--- src/include/scp_pkg.sv ---
// package for the system clock switch, prescaler and clock interrupt block
package scp_pkg;
  // register byte offsets
  localparam logic [7:0]  CFG_OFFSET    = 8'h00;
  localparam logic [7:0]  INT_OFFSET    = 8'h08;
  // clock configuration field positions
  localparam int          APB_LSB       = 8;
  localparam int          AHB_LSB       = 4;
  localparam int          STAT_LSB      = 2;
  localparam int          SEL_LSB       = 0;
  // clock interrupt field positions
  localparam int          FLAG_LSB      = 0;
  localparam int          STUCK_FLAG    = 7;
  localparam int          IEN_LSB       = 8;
  localparam int          CLR_LSB       = 16;
  localparam int          STUCK_CLR     = 23;
  localparam int          NUM_OSC       = 7;
  // reset values
  localparam logic [31:0] CFG_RESET     = 32'h0000_0000;
  localparam logic [31:0] INT_RESET     = 32'h0000_0000;
  // switch latency
  localparam int          CLK_HZ        = 25_000_000;
  localparam int          SWITCH_NS     = 400;
  localparam int          SWITCH_CYC    = (SWITCH_NS * (CLK_HZ / 1_000_000) + 999) / 1000;
  localparam logic [3:0]  SWITCH_CNT    = 4'(SWITCH_CYC);

  typedef enum logic [1:0] {
    SRC_RC   = 2'h0,
    SRC_XTAL = 2'h1,
    SRC_PLL  = 2'h2,
    SRC_RSVD = 2'h3
  } scp_src_t;

  typedef enum logic [1:0] {
    SW_IDLE = 2'h1,
    SW_WAIT = 2'h2
  } scp_sw_state_t;

  // oscillator status pins: bit 0 slow RC, 1 slow crystal, 2 rc 8mhz, 3 fast crystal, 4..6 plls
  typedef struct packed {
    logic               lp_exit;
    logic               crystal_stuck;
    logic               pll_from_crystal;
    logic [NUM_OSC-1:0] stable;
  } scp_pins_t;
endpackage

--- src/hw/scp_clk_ctrl.sv ---
// system clock switch, bus prescalers and clock interrupt register with apb slave
// Operation
// - apb_low_prescaler bits 10:8; 0xx undivided, 100..111 divide main bus by 2,4,8,16.
// - main_bus_prescaler bits 7:4; 0xxx undivided, 1000..1111 divide by 2..16, 64..512.
// - sysclk_switch_status bits 3:2 shows active source; 00 rc, 01 crystal, 10 pll.
// - sysclk_source_select bits 1:0 written by software, same encoding as status.
// - on a software switch, status keeps old source until switch latency has passed.
// - leaving deep-sleep or standby forces source select to rc oscillator.
// - crystal failure while crystal feeds system clock forces rc oscillator.
// - writing 1 to bit 23 clears crystal_stuck_flag; 0 has no effect.
// - writing 1 to bit 22 clears third_pll_stable_flag.
// - writing 1 to bit 21 clears second_pll_stable_flag.
// - writing 1 to bit 20 clears main_pll_stable_flag.
// - writing 1 to bit 19 clears fast_crystal_stable_flag.
// - writing 1 to bit 18 clears rc_osc_stable_flag.
// - writing 1 to bit 17 clears slow_crystal_stable_flag.
// - whole interrupt register resets to zero.
// - stable flag sets when source turns stable with its enable set; sticky.
// - crystal_stuck_flag sets on crystal stuck detection; sticky until cleared.
module scp_clk_ctrl (
  input  wire logic             i_core_clk,  // system clock, 25 MHz
  input  wire logic             i_arst_n,    // async reset, active low
  input  wire logic             i_psel,      // apb select
  input  wire logic             i_penable,   // apb enable
  input  wire logic             i_pwrite,    // apb direction
  input  wire logic [7:0]       i_paddr,     // apb byte address
  input  wire logic [31:0]      i_pwdata,    // apb write data
  input  wire logic [3:0]       i_pstrb,     // apb byte strobes
  input  wire scp_pkg::scp_pins_t i_pins,    // asynchronous status pins
  output logic      [31:0]      o_prdata,    // apb read data
  output logic                  o_pready,    // apb ready
  output logic                  o_pslverr,   // apb error on unmapped address
  output logic      [1:0]       o_sys_src,   // active system clock source
  output logic                  o_ahb_en,    // main bus clock enable pulse
  output logic                  o_apb1_en,   // low peripheral bus clock enable pulse
  output logic                  o_irq        // clock interrupt request
);
  localparam int PW = $bits(scp_pkg::scp_pins_t);

  // pin synchronisers and filtered values
  logic [PW-1:0] sync1;
  logic [PW-1:0] sync2;
  logic [PW-1:0] sync3;
  logic [PW-1:0] pin_q;
  logic [PW-1:0] pin_prev;
  scp_pkg::scp_pins_t pin;
  scp_pkg::scp_pins_t pin_old;

  // configuration fields
  logic [2:0] apb_low_prescaler;
  logic [3:0] main_bus_prescaler;
  logic [1:0] sysclk_source_select;
  logic [1:0] sysclk_switch_status;
  scp_pkg::scp_sw_state_t sw_state;
  logic [3:0] sw_cnt;

  // interrupt register fields
  logic [scp_pkg::NUM_OSC-1:0] stable_irq_en;
  logic [scp_pkg::NUM_OSC-1:0] stable_flag;
  logic [scp_pkg::NUM_OSC-1:0] stable_en_prev;  // enables one cycle back, for the set edge
  logic                        crystal_stuck_flag;

  // prescaler counters
  logic [8:0] ahb_cnt;
  logic [3:0] apb_cnt;

  // bus decode
  logic        setup;
  logic        wr_acc;
  logic        hit_cfg;
  logic        hit_int;
  logic        force_rc;
  logic [31:0] cfg_word;
  logic [31:0] int_word;

  // number of halvings for the main bus prescaler code
  function automatic logic [3:0] ahb_shift(input logic [3:0] code);
    if (!code[3]) begin
      ahb_shift = 4'h0;
    end else if (!code[2]) begin
      ahb_shift = {2'h0, code[1:0]} + 4'h1;
    end else begin
      ahb_shift = {2'h0, code[1:0]} + 4'h6;
    end
  endfunction

  // number of halvings for the low peripheral prescaler code
  function automatic logic [3:0] apb_shift(input logic [2:0] code);
    apb_shift = code[2] ? ({2'h0, code[1:0]} + 4'h1) : 4'h0;
  endfunction

  // cycles between enable pulses, minus one
  function automatic logic [8:0] div_limit(input logic [3:0] sh);
    div_limit = 9'((10'h001 << sh) - 10'h001);
  endfunction

  assign pin     = pin_q;
  assign pin_old = pin_prev;
  assign setup   = i_psel && !i_penable;
  assign wr_acc  = i_psel && i_penable && i_pwrite && o_pready;
  assign hit_cfg = (i_paddr == scp_pkg::CFG_OFFSET);
  assign hit_int = (i_paddr == scp_pkg::INT_OFFSET);

  // crystal failure counts only when crystal feeds system clock directly or via pll
  assign force_rc = (pin.lp_exit && !pin_old.lp_exit)
                 || (pin.crystal_stuck && !pin_old.crystal_stuck
                     && ((sysclk_switch_status == scp_pkg::SRC_XTAL)
                      || (sysclk_switch_status == scp_pkg::SRC_PLL && pin.pll_from_crystal)));

  // three-stage synchroniser; first stage feeds only the second
  always_ff @(posedge i_core_clk or negedge i_arst_n) begin
    if (!i_arst_n) begin
      sync1 <= '0;
      sync2 <= '0;
      sync3 <= '0;
    end else begin
      sync1 <= i_pins;
      sync2 <= sync1;
      sync3 <= sync2;
    end
  end

  // filtered value changes once stages two and three agree, avoiding glitch counts
  always_ff @(posedge i_core_clk or negedge i_arst_n) begin
    if (!i_arst_n) begin
      pin_q    <= '0;
      pin_prev <= '0;
    end else begin
      pin_prev <= pin_q;
      if (sync2 == sync3) begin
        pin_q <= sync3;
      end
    end
  end

  // prescaler fields and source select
  always_ff @(posedge i_core_clk or negedge i_arst_n) begin
    if (!i_arst_n) begin
      apb_low_prescaler    <= scp_pkg::CFG_RESET[scp_pkg::APB_LSB +: 3];
      main_bus_prescaler   <= scp_pkg::CFG_RESET[scp_pkg::AHB_LSB +: 4];
      sysclk_source_select <= scp_pkg::CFG_RESET[scp_pkg::SEL_LSB +: 2];
    end else begin
      if (wr_acc && hit_cfg && i_pstrb[1]) begin
        apb_low_prescaler <= i_pwdata[scp_pkg::APB_LSB +: 3];
      end
      if (wr_acc && hit_cfg && i_pstrb[0]) begin
        main_bus_prescaler <= i_pwdata[scp_pkg::AHB_LSB +: 4];
      end
      // forced fallback beats a software write in the same cycle
      if (force_rc) begin
        sysclk_source_select <= scp_pkg::SRC_RC;
      end else if (wr_acc && hit_cfg && i_pstrb[0]) begin
        sysclk_source_select <= i_pwdata[scp_pkg::SEL_LSB +: 2];
      end
    end
  end

  // switch sequencer: status follows a software select after the switch latency
  always_ff @(posedge i_core_clk or negedge i_arst_n) begin
    if (!i_arst_n) begin
      sw_state             <= scp_pkg::SW_IDLE;
      sw_cnt               <= '0;
      sysclk_switch_status <= scp_pkg::CFG_RESET[scp_pkg::STAT_LSB +: 2];
    end else begin
      case (sw_state)
        scp_pkg::SW_IDLE: begin
          // a failed crystal cannot clock the handover, so fallback is immediate
          if (force_rc) begin
            sysclk_switch_status <= scp_pkg::SRC_RC;
          end else if (sysclk_source_select != sysclk_switch_status
                       && sysclk_source_select != scp_pkg::SRC_RSVD) begin
            sw_cnt   <= scp_pkg::SWITCH_CNT;
            sw_state <= scp_pkg::SW_WAIT;
          end
        end
        scp_pkg::SW_WAIT: begin
          if (force_rc) begin
            sysclk_switch_status <= scp_pkg::SRC_RC;
            sw_state             <= scp_pkg::SW_IDLE;
          end else if (sw_cnt == 4'h1) begin
            sysclk_switch_status <= sysclk_source_select;
            sw_state             <= scp_pkg::SW_IDLE;
          end else begin
            sw_cnt <= sw_cnt - 4'h1;
          end
        end
        default: begin
          sw_state <= scp_pkg::SW_IDLE;
        end
      endcase
    end
  end

  // main bus enable divider, runs from the system clock
  always_ff @(posedge i_core_clk or negedge i_arst_n) begin
    if (!i_arst_n) begin
      ahb_cnt  <= '0;
      o_ahb_en <= 1'b0;
    end else begin
      if (ahb_cnt >= div_limit(ahb_shift(main_bus_prescaler))) begin
        ahb_cnt  <= '0;
        o_ahb_en <= 1'b1;
      end else begin
        ahb_cnt  <= ahb_cnt + 9'h001;
        o_ahb_en <= 1'b0;
      end
    end
  end

  // low peripheral enable counts main bus pulses
  always_ff @(posedge i_core_clk or negedge i_arst_n) begin
    if (!i_arst_n) begin
      apb_cnt   <= '0;
      o_apb1_en <= 1'b0;
    end else begin
      o_apb1_en <= 1'b0;
      if (ahb_cnt >= div_limit(ahb_shift(main_bus_prescaler))) begin
        if ({5'h00, apb_cnt} >= div_limit(apb_shift(apb_low_prescaler))) begin
          apb_cnt   <= '0;
          o_apb1_en <= 1'b1;
        end else begin
          apb_cnt <= apb_cnt + 4'h1;
        end
      end
    end
  end

  // interrupt enables
  always_ff @(posedge i_core_clk or negedge i_arst_n) begin
    if (!i_arst_n) begin
      stable_irq_en <= scp_pkg::INT_RESET[scp_pkg::IEN_LSB +: scp_pkg::NUM_OSC];
    end else if (wr_acc && hit_int && i_pstrb[1]) begin
      stable_irq_en <= i_pwdata[scp_pkg::IEN_LSB +: scp_pkg::NUM_OSC];
    end
  end

  // sticky flags; a set in the same cycle as its clear wins
  always_ff @(posedge i_core_clk or negedge i_arst_n) begin
    if (!i_arst_n) begin
      stable_flag        <= scp_pkg::INT_RESET[scp_pkg::FLAG_LSB +: scp_pkg::NUM_OSC];
      crystal_stuck_flag <= scp_pkg::INT_RESET[scp_pkg::STUCK_FLAG];
      stable_en_prev     <= scp_pkg::INT_RESET[scp_pkg::IEN_LSB +: scp_pkg::NUM_OSC];
    end else begin
      // old enable kept so that enabling an already stable source still raises its flag
      stable_en_prev <= stable_irq_en;
      for (int i = 0; i < scp_pkg::NUM_OSC; i++) begin
        if (pin.stable[i] && stable_irq_en[i] && !(pin_old.stable[i] && stable_en_prev[i])) begin
          stable_flag[i] <= 1'b1;
        end else if (wr_acc && hit_int && i_pstrb[2] && i_pwdata[scp_pkg::CLR_LSB + i]) begin
          stable_flag[i] <= 1'b0;
        end
      end
      if (pin.crystal_stuck && !pin_old.crystal_stuck) begin
        crystal_stuck_flag <= 1'b1;
      end else if (wr_acc && hit_int && i_pstrb[2] && i_pwdata[scp_pkg::STUCK_CLR]) begin
        crystal_stuck_flag <= 1'b0;
      end
    end
  end

  // read words; clear bits and reserved bits read as zero
  always_comb begin
    cfg_word = '0;
    cfg_word[scp_pkg::APB_LSB +: 3]  = apb_low_prescaler;
    cfg_word[scp_pkg::AHB_LSB +: 4]  = main_bus_prescaler;
    cfg_word[scp_pkg::STAT_LSB +: 2] = sysclk_switch_status;
    cfg_word[scp_pkg::SEL_LSB +: 2]  = sysclk_source_select;
    int_word = '0;
    int_word[scp_pkg::IEN_LSB +: scp_pkg::NUM_OSC]  = stable_irq_en;
    int_word[scp_pkg::FLAG_LSB +: scp_pkg::NUM_OSC] = stable_flag;
    int_word[scp_pkg::STUCK_FLAG]                   = crystal_stuck_flag;
  end

  // apb answer registered in setup, so access phase completes with no wait state
  always_ff @(posedge i_core_clk or negedge i_arst_n) begin
    if (!i_arst_n) begin
      o_pready  <= 1'b0;
      o_pslverr <= 1'b0;
      o_prdata  <= '0;
    end else begin
      o_pready  <= setup;
      o_pslverr <= setup && !hit_cfg && !hit_int;
      if (setup && !i_pwrite) begin
        o_prdata <= hit_cfg ? cfg_word : (hit_int ? int_word : 32'h0000_0000);
      end else begin
        o_prdata <= '0;
      end
    end
  end

  // request and source outputs
  always_ff @(posedge i_core_clk or negedge i_arst_n) begin
    if (!i_arst_n) begin
      o_irq     <= 1'b0;
      o_sys_src <= scp_pkg::SRC_RC;
    end else begin
      o_irq     <= (|stable_flag) || crystal_stuck_flag;
      o_sys_src <= sysclk_switch_status;
    end
  end
endmodule

--- config.mk ---
export PLATFORM = sky130hd
export DESIGN_NAME = scp_clk_ctrl
export DESIGN_NICKNAME = d
export VERILOG_FILES = /design/src/include/scp_pkg.sv /design/src/hw/scp_clk_ctrl.sv
export SDC_FILE = /design/constraint.sdc
export NUM_CORES = 1
export LEC_CHECK = 0
export BUFFER_PORTS_ARGS = -buffer_cell sky130_fd_sc_hd__buf_4
export CAP_MARGIN = 5
export CORE_UTILIZATION = 53
export CTS_CLUSTER_DIAMETER = 100
export DETAILED_ROUTE_END_ITERATION = 12
export PLACE_DENSITY_LB_ADDON = 0.3
export SETUP_SLACK_MARGIN = 0.02
export SLEW_MARGIN = 20
export SYNTH_ARGS = -nofsm -noshare
export SYNTH_HDL_FRONTEND = slang
export SYNTH_SLANG_ARGS = --single-unit
--- constraint.sdc ---
create_clock -name i_core_clk -period 4.56 [get_ports i_core_clk]
set_input_delay 0.912 -clock i_core_clk [delete_from_list [all_inputs] [get_ports i_core_clk]]
set_output_delay 0.912 -clock i_core_clk [all_outputs]
set_load 0.005 [all_outputs]
==> results.yml, run 1 <==
clock_tree:
  numCtsBuffers: 17
  cts_root_buffer: "clkbuf_8"
  clockBufferDepth: 2
  cts_sinks: 123
  postCtsHoldBufs: 0
  cts-resized-gates: 0
  cts_tree: "done"
  htreeDepth: 4
  clk_pin_slew_ns: 0.06
  clk_latency_ns: 0.51
  post_cts_buffers: 0
synth:
  synth.area.top_cells: "dfrtp_1, ha_1, mux2_2"
  synth_ff_type: "dfrtp_1"
  syn_avg_cell_area_um2: 12.0
  synth-seq-cells: 123
  yosysUniqueCellTypes: 57
  yosysSeqAreaShare_pct: 58.0
  synth_edf_count: 0
  syn_inst: 443
  ys_async_sr_fraction_pct: 100
  synth_top_area_cell: "dfrtp_1"
  yosys_warnings: 0
  netlist.area_leader.share_pct: 57.5
  syn_area_um2: 5310
final_layout:
  layout-drive-gt1-share_pct: 25.4
  seqCellArea_um2: 3080
  final_area_um2: 6430
  finalNetCount: 604
  n_fill_cell: 745
  utilization_pct: 66.1
  antenna_cells: 0
  multi_input_area_um2: 2050
  fin_cells: 668
  synthToLayoutAreaGrowth_pct: 21.2
route:
  postRouteAntennaNets: 0
  drc: 0
  vias: 3568
  wirelength_um: 10400
  drt-initial-drc-count: 141
  vias_per_cell: 5.34
  dr.pass1.iters: 4
  wire_per_inst_um: 15.5
floorplan:
  die_width_um: 102
  floorplan.initialDensity_pct: 54.6
  dieArea_um2: 10400
  ioPinCount: 98
  core_area_um2: 9730
  rows: 36
  die_h_um: 102
timing:
  final_max_slew_viol_count: 0
  fin_skew_ns: 0.00634
  finalCriticalPeriod_ns: 4.12
  rsz0062_at_grt: "no"
  fin_crit_sh_pct: 90.3
  worstMarginPinSlew_ns: 1.03
  maxSlewHeadroom_pct: 30.7
  fmax_ghz: 0.243
  hold_viol: 0
  setup_viol: 0
  finalSetupTns_ns: 0
global_route:
  grt_pass1_wl_um: 17300
  grt_pass1_vias: 3690
  grt_antenna_before_repair: 0
  grt-ovfl-total: 0
  grt.total_usage_pct: 22.5
  grt_max_degree: 61
run:
  max_cap_violations: 0
placed_design:
  dpl-instance-area_um2: 5890
  gp_congestion: 0.903
  hpwl_um: 7490
  io_buffers: 68
  dp_cells: 636
status:
  status: "complete, no violations"
pwr:
  p_leak_nw: 3.08
  ir_drop_uv: 384
  power_density_nw_per_um2: 418
setup_path:
  critical_path.endpoint_type: "flop"
  arrival_ns: 4.51
  path_class: "reg -> reg"
  required_ns: 4.96
  crit_fanout: 10
  cp-start-kind: "flop"
hold_path:
  hold_class: "reg -> reg"
## state kept, by name, summed over array words and instances (netlist names), 9 cells and up
name	count
o_prdata	15
pin	10
sync1	10
sync2	10
sync3	10
ahb_cnt	9
pin_old	9
## cells by family after synthesis
kind of cell	synth area share (%)
mux	5.87
buf+inv	4.57
simple gates	12.7
other cells	0.0707
flops	58.0
compound gates	10.1
fa+ha+maj	5.42
xor+xnor	3.30
## stage by stage
stage	worst slack [ns]	hold WS [ns]	power [mW]
2_1_floorplan	1.23	0.331	1.40
4_1_cts	0.459	0.348	2.71
5_1_grt	0.0202	0.356	2.81
6_report	0.444	0.346	2.69
3_5_place_dp	0.466	0.335	1.52
3_3_place_gp	0.631	0.331	1.50
## critical path, stage by stage (launching register included)
cell and delay [ns]:
dfrtp_1 0.50, ha_1 0.33, nor2_1 0.26, a31oi_1 0.17
ha_1 0.25, a2111oi_0 0.44, mux2_2 0.26, a21oi_1 0.06
o31a_1 0.12, ha_1 0.29, a21oi_1 0.14, o21ai_0 0.10
a41oi_1 0.49, nand2_1 0.35, and2_1 0.24
## final cells by class
type | instances | share of cell area, %
clock inverters | 14 | 1.77
flip-flops and latches | 123 | 47.9
inverters | 20 | 1.17
repair buffers | 70 | 8.17
clock buffers | 18 | 6.65
well taps | 133 | 2.59
multi-input cells | 290 | 31.8
## layer usage
layer,global-route usage [%],up-vias,share of wire [%]
met5,0,-,0
met4,8.13,0,1.5
met3,7.18,11,4.8
met1,27.0,1757,42
met2,38.2,99,52
li1,-,1701,-
## Yosys cell counts (2+ instances only)
master and number:
a21o_1 2, o2bb2ai_1 4, or3_1 2, dfrtp_1 122
ha_1 23, mux2_2 24, nor2b_1 7, o21a_1 2
a31oi_1 6, nand3_1 14, nand2b_1 4, nor3_1 3
a21boi_0 2, buf_2 2, and2_1 4, nor3_2 2
o21bai_1 2, xnor2_1 5, xor2_1 15, o21ai_0 11
nand4_1 9, nor4_1 4, nor2_1 32, a32o_1 7
mux2i_1 3, a2bb2oi_1 3, a41oi_1 2, nand2_1 29
inv_1 20, and3_1 7, a21oi_1 10, buf_4 18
o211ai_1 3, clkbuf_1 6, a22oi_1 12
## final timing paths
check                      depth (start not counted)                              start  slack, ns                          to
min in group asynchronous                          1                           i_arst_n       0.46         o_apb1_en$_DFF_PN0_
max reg2reg                                       14  main_bus_prescaler[0]$_DFFE_PN0P_       0.44         o_apb1_en$_DFF_PN0_
min                                                0                 sync1[2]$_DFF_PN0_       0.35          sync2[2]$_DFF_PN0_
min reg2reg                                        0                 sync1[2]$_DFF_PN0_       0.35          sync2[2]$_DFF_PN0_
max in group asynchronous                          2                           i_arst_n       3.18  stable_flag[5]$_DFFE_PN0P_
max                                               14  main_bus_prescaler[0]$_DFFE_PN0P_       0.44         o_apb1_en$_DFF_PN0_
## cells in the final DEF, fill, tap and decap left out, drive strengths merged, types with 6 or more instances in the layout
| master | count |
|---|---|
| mux2 | 25 |
| xor2 | 15 |
| nand4 | 9 |
| nor4 | 6 |
| o21ai | 12 |
| buf | 70 |
| nor2 | 32 |
| clkbuf | 18 |
| ha | 23 |
| a32o | 7 |
| a31oi | 6 |
| nor2b | 7 |
| and3 | 7 |
| inv | 24 |
| clkinv | 7 |
| a22oi | 12 |
| conb | 17 |
| nand3 | 14 |
| nand2 | 30 |
| a21oi | 10 |
| dfrtp | 122 |
## power by group
group,switching [mW],total [mW],internal [mW]
sequential,0.0590,1.22,1.16
combinational,0.148,0.273,0.125
clock,0.502,1.19,0.691
Note: power is estimated with default switching activity, not from simulation.
==> run 2, diff against run 1 <==
- CORE_MARGIN: not set -> 2
- CORE_UTILIZATION: 53 -> 50
- MAX_ROUTING_LAYER: not set -> met4
- clock period: 4.56 -> 3.5 ns (I/O delays scaled with it)
==> results.yml, run 2 (synthesis results as in run 1) <==
status:
  status: "complete, no violations"
global_route:
  grt_pass1_vias: 3693
  grt_pass1_wl_um: 17800
  grt-ovfl-total: 0
  grt_antenna_before_repair: 0
  grt_max_degree: 57
  grt.total_usage_pct: 21.2
final_layout:
  largest_reg_flops: 15
  synthToLayoutAreaGrowth_pct: 24.3
  final_cell_mix: "dfrtp_1, buf_4, nor2_1, nand2_1, mux2_2"
  antenna_cells: 0
  finalNetCount: 615
  layout-drive-gt1-share_pct: 28.9
  layout_commonest_cell: "dfrtp_1"
  utilization_pct: 63.9
  largest-register: "o_prdata"
  final_area_um2: 6600
pwr:
  p_total_mw: 3.59
  pwr-share-seq_pct: 44.3
  switching_share_pct: 26.2
  power_density_nw_per_um2: 544
  clkPwrFrac_pct: 45.5
  combPwrFrac_pct: 10.2
  power_switching_mw: 0.940
  ir_drop_uv: 537
  p_leak_nw: 3.14
  p_int_mw: 2.65
floorplan:
  die_width_um: 107
  die_h_um: 107
  ioPinCount: 98
  dieArea_um2: 11500
  floorplan.initialDensity_pct: 51.4
  core_area_um2: 10300
  rows: 37
timing:
  hold_viol: 0
  final_max_slew_viol_count: 0
  holdWs_ns: 0.217
  worstMarginPinSlew_ns: 0.685
  fin_skew_ns: 0.00522
  maxSlewHeadroom_pct: 54.4
  rsz0062_at_grt: "yes"
  fmax_ghz: 0.296
  finalCriticalPeriod_ns: 3.38
  timing.final.ws_setup_ns: 0.122
  fin_crit_sh_pct: 96.5
  setup_viol: 0
route:
  vias: 3690
  wirelength_um: 11200
  drt-initial-drc-count: 225
  postRouteAntennaNets: 0
  vias_per_cell: 5.41
  dr.pass1.iters: 5
  drc: 0
  wire_per_inst_um: 16.4
placed_design:
  hpwl_um: 7960
  gp_congestion: 0.888
  io_buffers: 68
  dpl-instance-area_um2: 5980
  post-place-ws_ns: -0.101
setup_path:
  cp-start-kind: "flop"
  critical_path.endpoint_type: "flop"
  crit_fanout: 6
  arrival_ns: 3.81
  required_ns: 3.93
  path_class: "reg -> reg"
clock_tree:
  cts_tree: "done"
  numCtsBuffers: 17
  clk_latency_ns: 0.52
  clockBufferDepth: 2
  cts_root_buffer: "clkbuf_8"
  htreeDepth: 4
  cts_sinks: 123
  clk_pin_slew_ns: 0.06
run:
  max_cap_violations: 0
hold_path:
  hold_class: "in -> async"
==> run 2: cell type report <==
| type | count | area (µm²) |
|---|---|---|
| Clock inverter | 14 | 135 |
| Fill cell | 812 | 3720 |
| Inverter | 20 | 75.1 |
| Clock buffer | 18 | 428 |
| Tap cell | 136 | 170 |
| Sequential cell | 123 | 3080 |
| Multi-Input combinational cell | 290 | 2100 |
| Timing Repair Buffer | 81 | 608 |
==> run 2: through the flow <==
| stage | setup TNS (ns) | std cells |
|---|---|---|
| after detailed placement | -0.244 | 650 |
| after CTS | 0 | 682 |
| after global placement | 0 | 650 |
| after floorplan | 0 | 459 |
| after global routing | -0.194 | 682 |
| final | 0 | 682 |
==> run 2: worst paths after layout <==
kind,startpoint,end,slack (ns),depth (start not counted)
setup reg to reg,main_bus_prescaler[0]$_DFFE_PN0P_,apb_cnt[2]$_DFFE_PN0P_,0.12,14
min in group i_core_clk,i_pins[7],sync1[7]$_DFF_PN0_,0.28,1
max in group asynchronous,i_arst_n,sw_state[0]$_DFFE_PN1P_,2.48,2
hold reg to reg,sync1[4]$_DFF_PN0_,sync2[4]$_DFF_PN0_,0.35,0
setup / recovery,main_bus_prescaler[0]$_DFFE_PN0P_,apb_cnt[2]$_DFFE_PN0P_,0.12,14
hold / removal,i_arst_n,o_pready$_DFF_PN0_,0.22,1
==> run 2: worst max-delay path: stages (launching register included) <==
cell and delay (ns):
dfrtp_1 0.39, ha_2 0.39, inv_1 0.10, a31oi_2 0.18, ha_2 0.24, inv_1 0.10
a31oi_2 0.21, nor2b_4 0.21, a21oi_1 0.06, o31a_1 0.12, ha_1 0.30, nand2_1 0.08
or3_1 0.43, o2bb2ai_2 0.19, o311ai_2 0.29
==> run 2: what timing repair did <==
action	in CTS	in global routing
hold buffers	0	0
pin swaps	0	1
gates resized for setup	2	12
setup endpoints to repair	10	15
buffers inserted	0	0
==> run 2: power by group through the flow <==
| stage | logic [mW] | registers, mW | clock network, mW |
|---|---|---|---|
| 4_1_cts | 0.367 | 1.59 | 1.66 |
| 3_3_place_gp | 0.349 | 1.61 | 0 |
| 5_1_grt | 0.409 | 1.60 | 1.74 |
| 2_1_floorplan | 0.227 | 1.59 | 0 |
| 3_5_place_dp | 0.365 | 1.62 | 0 |
| 6_report | 0.366 | 1.59 | 1.63 |
==> run 2: routing by layer <==
layer | vias up | GRT usage, % | wire (µm)
li1 | 1726 | - | -
met1 | 1836 | 24.9 | 4590
met5 | - | - | 0
met3 | 12 | 5.59 | 624
met2 | 116 | 35.4 | 5830
met4 | 0 | 7.51 | 123
